File: src/shared/emp_pkg.sv
// Package with constants and types for the muxed-bus memory host controller.
// Contract
// - Fetch read with read/write strobes high.
// - Data read holds fetch/write strobes high.
// - Write data presented, captured on strobe rise.
// - Commit held low during every write.
// - Chip select low before latch strobe falls.
// - Chip select held low whole fetch access.
// - Six byte sequence locks or unlocks blocks.
// - Guard on: three byte sequence precedes writes.
// - Next page byte within 100us.
// - Address bits 5..12 fixed within page.
package emp_pkg;

    localparam int unsigned CLK_NS = 10;

    // Register byte offsets.
    localparam logic [3:0] REG_ADDR = 4'h0;
    localparam logic [3:0] REG_WDATA = 4'h4;
    localparam logic [3:0] REG_CMD = 4'h8;
    localparam logic [3:0] REG_STATUS = 4'hc;

    // Command register fields.
    localparam int unsigned CMD_OP_LSB = 0;
    localparam int unsigned CMD_ABORT_BIT = 4;

    // Status register fields.
    localparam int unsigned ST_BUSY_BIT = 0;
    localparam int unsigned ST_TOGGLING_BIT = 1;
    localparam int unsigned ST_PAGE_OPEN_BIT = 2;
    localparam int unsigned ST_PAGE_ERR_BIT = 3;
    localparam int unsigned ST_RDATA_LSB = 8;
    localparam int unsigned TOGGLE_BIT = 6;

    // Address geometry: 8192 bytes, page field is address bits 12..5.
    localparam int unsigned ADDR_W = 13;
    localparam int unsigned PAGE_LSB = 5;

    // Pin timing.
    localparam int unsigned ALE_NS = 20;
    localparam int unsigned ACCESS_NS = 100;
    localparam int unsigned LAST_WRITE_TO_PROGRAM_NS = 100;
    localparam int unsigned PAGE_WINDOW_US = 100;
    localparam logic [3:0] ALE_CYC = 4'((ALE_NS + CLK_NS - 1) / CLK_NS);
    localparam logic [3:0] STROBE_CYC = 4'((ACCESS_NS + CLK_NS - 1) / CLK_NS);
    localparam logic [3:0] COMMIT_HOLD_CYC =
        4'((LAST_WRITE_TO_PROGRAM_NS + CLK_NS - 1) / CLK_NS);
    localparam int unsigned PAGE_WINDOW_CYC = (PAGE_WINDOW_US * 1000) / CLK_NS;

    // Reset values.
    localparam logic [7:0] RESET_BYTE = 8'h00;

    typedef enum logic [1:0] {
        OP_FETCH = 2'b00,
        OP_READ = 2'b01,
        OP_WRITE = 2'b10,
        OP_POLL = 2'b11
    } emp_op_t;

    typedef enum logic [2:0] {
        ST_IDLE = 3'b000,
        ST_ADDR = 3'b001,
        ST_LATCH = 3'b010,
        ST_STROBE = 3'b011,
        ST_SAMPLE = 3'b100,
        ST_RECOV = 3'b101
    } emp_state_t;

endpackage

File: src/hw/emp_host.sv
// Host controller that drives the muxed-bus memory pins from Wishbone registers.
//
// Added by the designer: the Wishbone slave port and the register offsets.
`timescale 1ns/1ns

module emp_host import emp_pkg::*; #(
    parameter logic [15:0] PAGE_WINDOW = 16'(PAGE_WINDOW_CYC)
) (
    // Clock, reset and enable.
    input wire logic clk_i,
    input wire logic rst_i,
    input wire logic ce_i,
    // Wishbone slave.
    input wire logic wb_cyc_i,
    input wire logic wb_stb_i,
    input wire logic wb_we_i,
    input wire logic [3:0] wb_adr_i,
    input wire logic [3:0] wb_sel_i,
    input wire logic [31:0] wb_dat_i,
    output logic [31:0] wb_dat_o,
    output logic wb_ack_o,
    // Device pins.
    output logic addr_latch_o,
    output logic chip_select_n_o,
    output logic program_fetch_strobe_n_o,
    output logic read_strobe_n_o,
    output logic write_strobe_n_o,
    output logic write_commit_n_o,
    output logic [4:0] high_order_address_o,
    input wire logic [7:0] muxed_addr_data_bus_i,
    output logic [7:0] muxed_addr_data_bus_o,
    output logic muxed_addr_data_bus_oe_o
);

    typedef struct packed {
        emp_state_t st;
        emp_op_t op;
        logic abort;
        logic second;
        logic [ADDR_W-1:0] addr;
        logic [7:0] wdata;
        logic [7:0] rdata;
        logic [7:0] first;
        logic toggling;
        logic page_err;
        logic [7:0] page_base;
        logic [15:0] page_tmr;
        logic [3:0] hold_tmr;
        logic [3:0] cnt;
        logic ale;
        logic cs_n;
        logic program_fetch_strobe_n_n;
        logic rd_n;
        logic wr_n;
        logic wc_n;
        logic [4:0] hi_addr;
        logic [7:0] bus_out;
        logic bus_oe;
        logic ack;
        logic [31:0] dat;
        logic [7:0] s1;
        logic [7:0] s2;
        logic [7:0] s3;
    } emp_regs_t;

    emp_regs_t q_r;
    emp_regs_t q_nxt;

    logic req;
    logic go;
    logic page_open;

    assign req = wb_cyc_i & wb_stb_i & ~q_r.ack;
    assign page_open = (q_r.page_tmr != 16'h0000) | (q_r.hold_tmr != 4'h0);

    always_comb begin
        q_nxt = q_r;
        go = 1'b0;
        q_nxt.s1 = muxed_addr_data_bus_i;
        q_nxt.s2 = q_r.s1;
        q_nxt.s3 = q_r.s2;

        // Wishbone register access; every access is acked on the first ce_i-enabled cycle after it starts.
        q_nxt.ack = req;
        if (req && !wb_we_i) begin
            if (wb_adr_i == REG_ADDR) begin
                q_nxt.dat = {19'h0, q_r.addr};
            end else if (wb_adr_i == REG_WDATA) begin
                q_nxt.dat = {24'h0, q_r.wdata};
            end else if (wb_adr_i == REG_STATUS) begin
                q_nxt.dat = 32'h0;
                q_nxt.dat[ST_RDATA_LSB +: 8] = q_r.rdata;
                q_nxt.dat[ST_PAGE_ERR_BIT] = q_r.page_err;
                q_nxt.dat[ST_PAGE_OPEN_BIT] = page_open;
                q_nxt.dat[ST_TOGGLING_BIT] = q_r.toggling;
                q_nxt.dat[ST_BUSY_BIT] = (q_r.st != ST_IDLE);
            end else begin
                q_nxt.dat = 32'h0;
            end
        end else if (req && wb_we_i) begin
            if (wb_adr_i == REG_ADDR) begin
                if (wb_sel_i[0]) q_nxt.addr[7:0] = wb_dat_i[7:0];
                if (wb_sel_i[1]) q_nxt.addr[ADDR_W-1:8] = wb_dat_i[ADDR_W-1:8];
            end else if (wb_adr_i == REG_WDATA) begin
                if (wb_sel_i[0]) q_nxt.wdata = wb_dat_i[7:0];
            end else if (wb_adr_i == REG_CMD) begin
                if (wb_sel_i[0] && q_r.st == ST_IDLE) begin
                    // Guard and lock sequences reach the device as ordinary writes.
                    go = 1'b1;
                    q_nxt.op = emp_op_t'(wb_dat_i[CMD_OP_LSB +: 2]);
                    q_nxt.abort = wb_dat_i[CMD_ABORT_BIT];
                end
            end else if (wb_adr_i == REG_STATUS) begin
                if (wb_sel_i[0] && wb_dat_i[ST_PAGE_ERR_BIT]) q_nxt.page_err = 1'b0;
            end
        end

        // Page window then commit hold; commit returns high once both are spent, or at once when a write is aborted.
        if (q_r.page_tmr != 16'h0000) begin
            q_nxt.page_tmr = q_r.page_tmr - 16'h0001;
            if (q_r.page_tmr == 16'h0001) q_nxt.hold_tmr = COMMIT_HOLD_CYC;
        end else if (q_r.hold_tmr != 4'h0) begin
            q_nxt.hold_tmr = q_r.hold_tmr - 4'h1;
        end else if (q_r.st == ST_IDLE) begin
            q_nxt.wc_n = 1'b1;
        end

        case (q_r.st)
            ST_IDLE: begin
                if (go) begin
                    // A write that leaves the open page is refused and flagged.
                    if (q_nxt.op == OP_WRITE && page_open &&
                        q_r.addr[ADDR_W-1:PAGE_LSB] != q_r.page_base) begin
                        q_nxt.page_err = 1'b1;
                    end else begin
                        q_nxt.st = ST_ADDR;
                        q_nxt.second = 1'b0;
                        q_nxt.cs_n = 1'b0;
                        q_nxt.ale = 1'b1;
                        q_nxt.bus_out = q_r.addr[7:0];
                        q_nxt.bus_oe = 1'b1;
                        q_nxt.hi_addr = q_r.addr[ADDR_W-1:8];
                        q_nxt.cnt = ALE_CYC;
                        if (q_nxt.op == OP_WRITE) q_nxt.wc_n = 1'b0;
                    end
                end
            end
            ST_ADDR: begin
                if (q_r.cnt > 4'h1) begin
                    q_nxt.cnt = q_r.cnt - 4'h1;
                end else begin
                    q_nxt.ale = 1'b0;
                    q_nxt.st = ST_LATCH;
                end
            end
            ST_LATCH: begin
                q_nxt.cnt = STROBE_CYC;
                q_nxt.st = ST_STROBE;
                if (q_r.op == OP_WRITE) begin
                    q_nxt.bus_out = q_r.wdata;
                    q_nxt.wr_n = 1'b0;
                    q_nxt.page_tmr = PAGE_WINDOW;
                    q_nxt.page_base = q_r.addr[ADDR_W-1:PAGE_LSB];
                end else begin
                    q_nxt.bus_oe = 1'b0;
                    if (q_r.op == OP_FETCH) begin
                        q_nxt.program_fetch_strobe_n_n = 1'b0;
                    end else begin
                        q_nxt.rd_n = 1'b0;
                    end
                end
            end
            ST_STROBE: begin
                if (q_r.cnt > 4'h1) begin
                    q_nxt.cnt = q_r.cnt - 4'h1;
                end else if (q_r.op == OP_WRITE) begin
                    q_nxt.wr_n = 1'b1;
                    q_nxt.st = ST_RECOV;
                end else begin
                    q_nxt.st = ST_SAMPLE;
                end
            end
            ST_SAMPLE: begin
                // The byte is taken once the last two synchroniser stages agree.
                if (q_r.s2 == q_r.s3) begin
                    q_nxt.rdata = q_r.s3;
                    q_nxt.program_fetch_strobe_n_n = 1'b1;
                    q_nxt.rd_n = 1'b1;
                    q_nxt.st = ST_RECOV;
                end
            end
            ST_RECOV: begin
                q_nxt.bus_oe = 1'b0;
                q_nxt.cs_n = 1'b1;
                q_nxt.st = ST_IDLE;
                if (q_r.op == OP_WRITE && q_r.abort) begin
                    q_nxt.wc_n = 1'b1;
                    q_nxt.page_tmr = 16'h0000;
                    q_nxt.hold_tmr = 4'h0;
                end else if (q_r.op == OP_POLL && !q_r.second) begin
                    // Second read of the pair; bit 6 differing means programming runs.
                    q_nxt.second = 1'b1;
                    q_nxt.first = q_r.rdata;
                    q_nxt.st = ST_ADDR;
                    q_nxt.cs_n = 1'b0;
                    q_nxt.ale = 1'b1;
                    q_nxt.bus_out = q_r.addr[7:0];
                    q_nxt.bus_oe = 1'b1;
                    q_nxt.cnt = ALE_CYC;
                end else if (q_r.op == OP_POLL) begin
                    q_nxt.toggling = q_r.first[TOGGLE_BIT] ^ q_r.rdata[TOGGLE_BIT];
                end
            end
            default: begin
                q_nxt.st = ST_IDLE;
            end
        endcase
    end

    always_ff @(posedge clk_i) begin
        if (rst_i) begin
            q_r <= '0;
            q_r.st <= ST_IDLE;
            q_r.op <= OP_FETCH;
            q_r.rdata <= RESET_BYTE;
            q_r.cs_n <= 1'b1;
            q_r.program_fetch_strobe_n_n <= 1'b1;
            q_r.rd_n <= 1'b1;
            q_r.wr_n <= 1'b1;
            q_r.wc_n <= 1'b1;
        end else if (ce_i) begin
            q_r <= q_nxt;
        end
    end

    assign wb_dat_o = q_r.dat;
    assign wb_ack_o = q_r.ack;
    assign addr_latch_o = q_r.ale;
    assign chip_select_n_o = q_r.cs_n;
    assign program_fetch_strobe_n_o = q_r.program_fetch_strobe_n_n;
    assign read_strobe_n_o = q_r.rd_n;
    assign write_strobe_n_o = q_r.wr_n;
    assign write_commit_n_o = q_r.wc_n;
    assign high_order_address_o = q_r.hi_addr;
    assign muxed_addr_data_bus_o = q_r.bus_out;
    assign muxed_addr_data_bus_oe_o = q_r.bus_oe;

endmodule // emp_host

File: config.mk
export PLATFORM = sky130hd
export DESIGN_NAME = emp_host
export DESIGN_NICKNAME = d
export VERILOG_FILES = /design/src/shared/emp_pkg.sv /design/src/hw/emp_host.sv
export SDC_FILE = /design/constraint.sdc
export NUM_CORES = 1
export LEC_CHECK = 0
export ABC_CLOCK_PERIOD_IN_PS = 3000
export BUFFER_PORTS_ARGS = -buffer_cell sky130_fd_sc_hd__buf_2
export CAP_MARGIN = 10
export CORE_ASPECT_RATIO = 0.9
export CORE_MARGIN = 2
export CORE_UTILIZATION = 40
export CTS_CLUSTER_SIZE = 10
export DETAILED_ROUTE_END_ITERATION = 7
export SYNTH_ARGS = -nofsm -noshare
export SYNTH_HDL_FRONTEND = slang
export SYNTH_SLANG_ARGS = --single-unit
export TNS_END_PERCENT = 5
File: constraint.sdc
create_clock -name clk_i -period 3 [get_ports clk_i]
set_input_delay 0.6 -clock clk_i [delete_from_list [all_inputs] [get_ports clk_i]]
set_output_delay 0.6 -clock clk_i [all_outputs]
set_load 0.05 [all_outputs]
Yosys cells after proc, flatten, opt, wreduce, memory -nomap -nowiden

Index checks and enable logic that the tools add are counted.

Reductions and logical operators: 43
Mux-type cells: 78
Equality and inequality tests: 27
$add $sub $neg: 3
Bitwise operators: 11
$lt $le $gt $ge: 1

Operator list:

| operator                | number |
|---|---|
| $mux W16                | 5 |
| $mux W1                 | 35 |
| $reduce_and A5 Y1       | 7 |
| $mux W3                 | 11 |
| $pmux W16 S2            | 1 |
| $mux W15                | 2 |
| $reduce_and A7 Y1       | 4 |
| $pmux W9 S3             | 1 |
| $mux W6                 | 4 |
| $ne A2 B2 Y1 const B    | 12 |
| $mux W20                | 1 |
| $mux W4                 | 5 |
| $mux W9                 | 2 |
| $pmux W3 S6             | 1 |
| $reduce_and A6 Y1       | 3 |
| $eq A16 B1 Y1 const B   | 1 |
| $pmux W4 S4             | 1 |
| $reduce_bool A16 Y1     | 1 |
| $sub A16 B1 Y16 const B | 1 |
| $reduce_and A4 Y1       | 3 |
| $reduce_bool A3 Y1      | 3 |
| $eq A4 B4 Y1 const B    | 2 |
| $eq A8 B8 Y1            | 1 |
| $logic_and A1 B1 Y1     | 8 |
| 27 further kinds        | 48 |

Register bits after elaboration: 154
Output and inout port bits: 53
Input bits: 54
Word-level logic and storage cells: 192

Longest topological paths before layout

Depth in word-level cells: 14
Mapped depth: 9

Worst setup path before layout

OpenSTA, ideal clock, no wires.

Path type: input-to-reg
From: input port wb_adr_i[1]
To: register q_r[148] (netlist name)
Cell stages on the path: 7
Path buffers: 1
Arrival: 2227 ps
Setup slack: 694 ps
Data required time: 2921 ps
Cells stage by stage: nor4b_4 > nand4_2 > mux2i_4 > a31oi_4 > buf_6 > o211ai_2 > a211oi_2

Word-level cells in the longest chain between the ends: 11
Elaborated cells on any way between the ends: 19
Those cells by class: eq/ne (5); mux (10); reduce/logical (4)

RTL lines:

| element                              | RTL line        | text |
|---|---|---|
| start, declared                      | emp_host.sv:17  | `input wire logic [3:0] wb_adr_i,` |
| $eq A4 B4 Y1                         | emp_host.sv:106 | `end else if (wb_adr_i == REG_CMD) begin` |
| $mux W3                              | emp_host.sv:106 |  |
| $mux W3                              | emp_host.sv:104 | `end else if (wb_adr_i == REG_WDATA) begin` |
| $mux W3                              | emp_host.sv:101 | `if (wb_adr_i == REG_ADDR) begin` |
| $mux W3                              | emp_host.sv:100 | `end else if (req && wb_we_i) begin` |
| $mux W3                              | emp_host.sv:85  | `if (req && !wb_we_i) begin` |
| $eq A2 B2 Y1                         | emp_host.sv:132 | `if (q_nxt.op == OP_WRITE && page_open &&` |
| $logic_and A1 B1 Y1 (2 in series)    | emp_host.sv:132 |  |
| $ne A2 B2 Y1 (no source line)        | -               |  |
| $reduce_and A6 Y1 (no source line) * | -               |  |
| end signal, assigned                 | emp_host.sv:232 | `q_r <= q_nxt;` |
| end, declared                        | emp_host.sv:66  | `emp_regs_t q_r;` |

Mark *: on every way between the ends. The rest lies on a longest branch, timed or not.
A chain may end at the register's enable or synchronous reset.

Final worst setup path

From: register q_r[87] (netlist name)
To: register q_r (netlist bit high_order_address_o[2])

Word-level cells in the longest chain between the ends: 6

RTL lines:

| element                            | RTL line        | text |
|---|---|---|
| $reduce_bool A16 Y1                | emp_host.sv:74  | `assign page_open = (q_r.page_tmr != 16'h0000) \| (q_r.hold_tmr != 4'h0);` |
| $or A1 B1 Y1                       | emp_host.sv:74  |  |
| $logic_and A1 B1 Y1 (2 in series)  | emp_host.sv:132 |  |
| $not A1 Y1 (no source line)        | -               |  |
| $reduce_and A4 Y1 (no source line) | -               |  |

Every way passes these cells.

==> flow_summary_export.csv <==
group,metric,value,unit
timing,fin_worst_skew,8.22,ps
yosys,synth_seq_cells,132,
drt,via_per_inst,5.33,
floorplan,core_area,16100,sq um
timing,finalMaxSlewViolations,0,
yosys,seq_area_frac_synth,40.4,%
critical_path,crit_type,"flop to flop",
clocking,holdBufCountCts,0,
timing,hold_violations,0,
drt,postRouteAntennaNets,0,
pwr,peakVddDrop,0.434,mV
yosys,async_reset_ff_share,0,%
yosys,synthSimpleGateAreaFrac,21.6,%
critical_path,cp_slowest_cell,"or3_4",
global_route,grt.overflow.total,0,
yosys,synth_top_family_by_area,"simple AND/OR/NAND/NOR gates",
finish,drive_gt1_share,16.1,%
critical_path,crit_path_start_kind,"flop",
clocking,cts-root-buf,"clkbuf_16",
yosys,synth_most_common_cell,"dfxtp_1",
finish,fin_util,46.4,%
timing,timing.slew.headroom,53.8,%
yosys,ys_warn_count,0,
job,drv_cap,0,
place,gp_congestion,0.806,
clocking,cts_buffer_depth,2,
pwr,p_per_area,756,nW/um^2
finish,finalNetCount,857,
global_route,grt_max_degree,106,
critical_path,critPathBufInv,1,
pwr,cellLeakagePower,0.00304,uW
global_route,antenna_found_initial,0,
global_route,grt-busiest-layer,"met2",
timing,worst_pin_slew,693,ps
place,dpl.hpwl,10700,um
clocking,cts_made_buffers,17,
critical_path,worst-path-max-fanout,12,
yosys,yosys.area.top_type_share,40.4,%
global_route,grt_pass1_wl,26300,um
global_route,grtUsageMet2,29.0,%
yosys,yosys.area_share.xor_xnor,3.48,%
yosys,synth-adder-area-share,1.15,%
drt,drt_first_pass_iters,6,
clocking,post_cts_buffers,0,
drt,wl,15600,um
floorplan,die_area,17400,sq um
yosys,synthTopCellsByCount,"132 x dfxtp_1, 108 x nor2_1, 74 x nand2_1",
drt,drc_errors,0,
place,io_buffers,69,
drt,wl_per_cell,15.4,um
finish,diodes,0,
yosys,synth_ff_type,"dfxtp_1",
yosys,syn_inst,766,
timing,setup_viol,0,
clocking,cts_sinks,132,
clocking,cts.reportedPaths.clkPinSlew,60,ps
clocking,cts_tree,"done",
floorplan,io_pins,107,
critical_path,required,3290,ps
timing,period_minus_slack,2450,ps
yosys,synth_edf_count,0,
global_route,track_usage,18.7,%
timing,setup_tns,0,ps
drt,drtIter0Drc,495,
critical_path,critPathMaxStageDelay,490,ps
global_route,grt_pass1_vias,5180,
yosys,syn_area,6540,sq um
timing,post-route-period-util,81.6,%
floorplan,start_util,40.7,%
clocking,insertion_delay,420,ps
status,status,"complete, no violations",
global_route,grt_use_met3,4.10,%
floorplan,die_w,139,um
clocking,cts_resized,0,
critical_path,cp_data_arrival_time,2740,ps
critical_path,critPathTopFamily,"simple AND/OR/NAND/NOR gates",
finish,area_growth,14.1,%
critical_path,crit_chain,"nor3_4 > nand3_1 > or3_4 > a31oi_4 > buf_4 > mux2i_1 > nor2_1",
drt,num_vias,5409,
yosys,yosys.cell_types.count,64,
yosys,synthTopCellsByArea,"dfxtp_1 40%, mux2i_1 10%, nor2_1 6.2%, buf_4 5.2%, nand2_1 4.2%",
yosys,syn_area_per_cell,8.54,sq um
critical_path,critPathCaptureType,"flop",
yosys,yosys.area.top_type,"dfxtp_1",
global_route,use_met1,26.0,%
clocking,cts-htree-levels,4,
timing,fmax,409,MHz
min_path,hold_path.class,"primary input to flop",
timing,rsz0062_at_grt,"no",
floorplan,rows,44,
yosys,synth_compound_area_share,14.0,%
yosys,synthMuxAreaShare,10.4,%
floorplan,die_h,125,um
[report_power, final]
group          internal [uW]  total, uW  switching [uW]
registers               1890       2050             159
clock network           1430       2180             751
logic                    545       1410             869
[per-stage QoR]
step | hold slack (ps) | setup WS (ps) | cell area [sq um] | power [uW] | instances
global route | 421 | 299 | 7460 | 5970 | 1015
global placement | 433 | 360 | 6850 | 3470 | 985
detailed placement | 441 | 337 | 6850 | 3480 | 985
CTS | 403 | 545 | 7460 | 5670 | 1015
finish | 413 | 552 | 7460 | 5640 | 1015
floorplan | 432 | 694 | 6600 | 3190 | 781
[kinds of logic after synthesis]
| kind of cell | Yosys count |
|---|---|
| AO/OA/AOI/OAI | 136 |
| adder cells (fa/ha/maj) | 6 |
| multiplexers | 67 |
| AND/OR/NAND/NOR | 293 |
| buffers and inverters | 105 |
| XOR/XNOR | 26 |
| flip-flops | 132 |
| other | 1 |
[state kept, by name (all words and copies together) (netlist names)]
signal and cells:
addr_latch_o 1, chip_select_n_o 1, high_order_address_o 5, muxed_addr_data_bus_o 8, muxed_addr_data_bus_oe_o 1, program_fetch_strobe_n_o 1
q_nxt 16, q_r 79, read_strobe_n_o 1, wb_ack_o 1, wb_dat_o 16, write_commit_n_o 1
write_strobe_n_o 1
[placed cells by master, fill, tap and decap left out, drive strengths merged, types with 9 or more instances in the layout]
| cell | instances |
|---|---|
| dfxtp | 132 |
| nor2 | 108 |
| buf | 87 |
| nand2 | 74 |
| mux2i | 67 |
| a21oi | 48 |
| nand3 | 30 |
| nor3 | 25 |
| o21ai | 22 |
| clkbuf | 22 |
| conb | 16 |
| inv | 15 |
| xor2 | 14 |
| xnor2 | 12 |
| a221oi | 12 |
| a31oi | 12 |
| nor4 | 9 |
[cell type report]
class                      instances  area, sq um
clock buffer                      22          464
sequential                       132         2640
multi-input combinational        544         3380
inverter                          15         56.3
clock inverter                     8          150
timing repair buffer              87          508
tap                              207          259
fill                            1615         8610
[tightest hold or removal path, delay by kind of cell]
family / cells / cell delay [ps]
buf+inv: 1 / 70
mux: 1 / 50
simple gates: 1 / 70
[path summary, 6_finish.rpt]
kind / depth (start not counted) / slack (ps) / endpoint / from
hold reg to reg: 2 / 440 / addr_latch_o / addr_latch_o
setup / recovery: 7 / 550 / high_order_address_o[2] / q_r[87]
hold / removal: 3 / 410 / q_r[145] / wb_dat_i[10]
setup reg to reg: 7 / 550 / high_order_address_o[2] / q_r[87]
[layer usage]
layer | share of wire, % | vias up
met1 | 49 | 2535
met4 | 1.4 | 0
met2 | 45 | 148
met5 | 0 | -
met3 | 4.9 | 17
li1 | - | 2709
No activity file was read; power rests on OpenSTA's default activity.
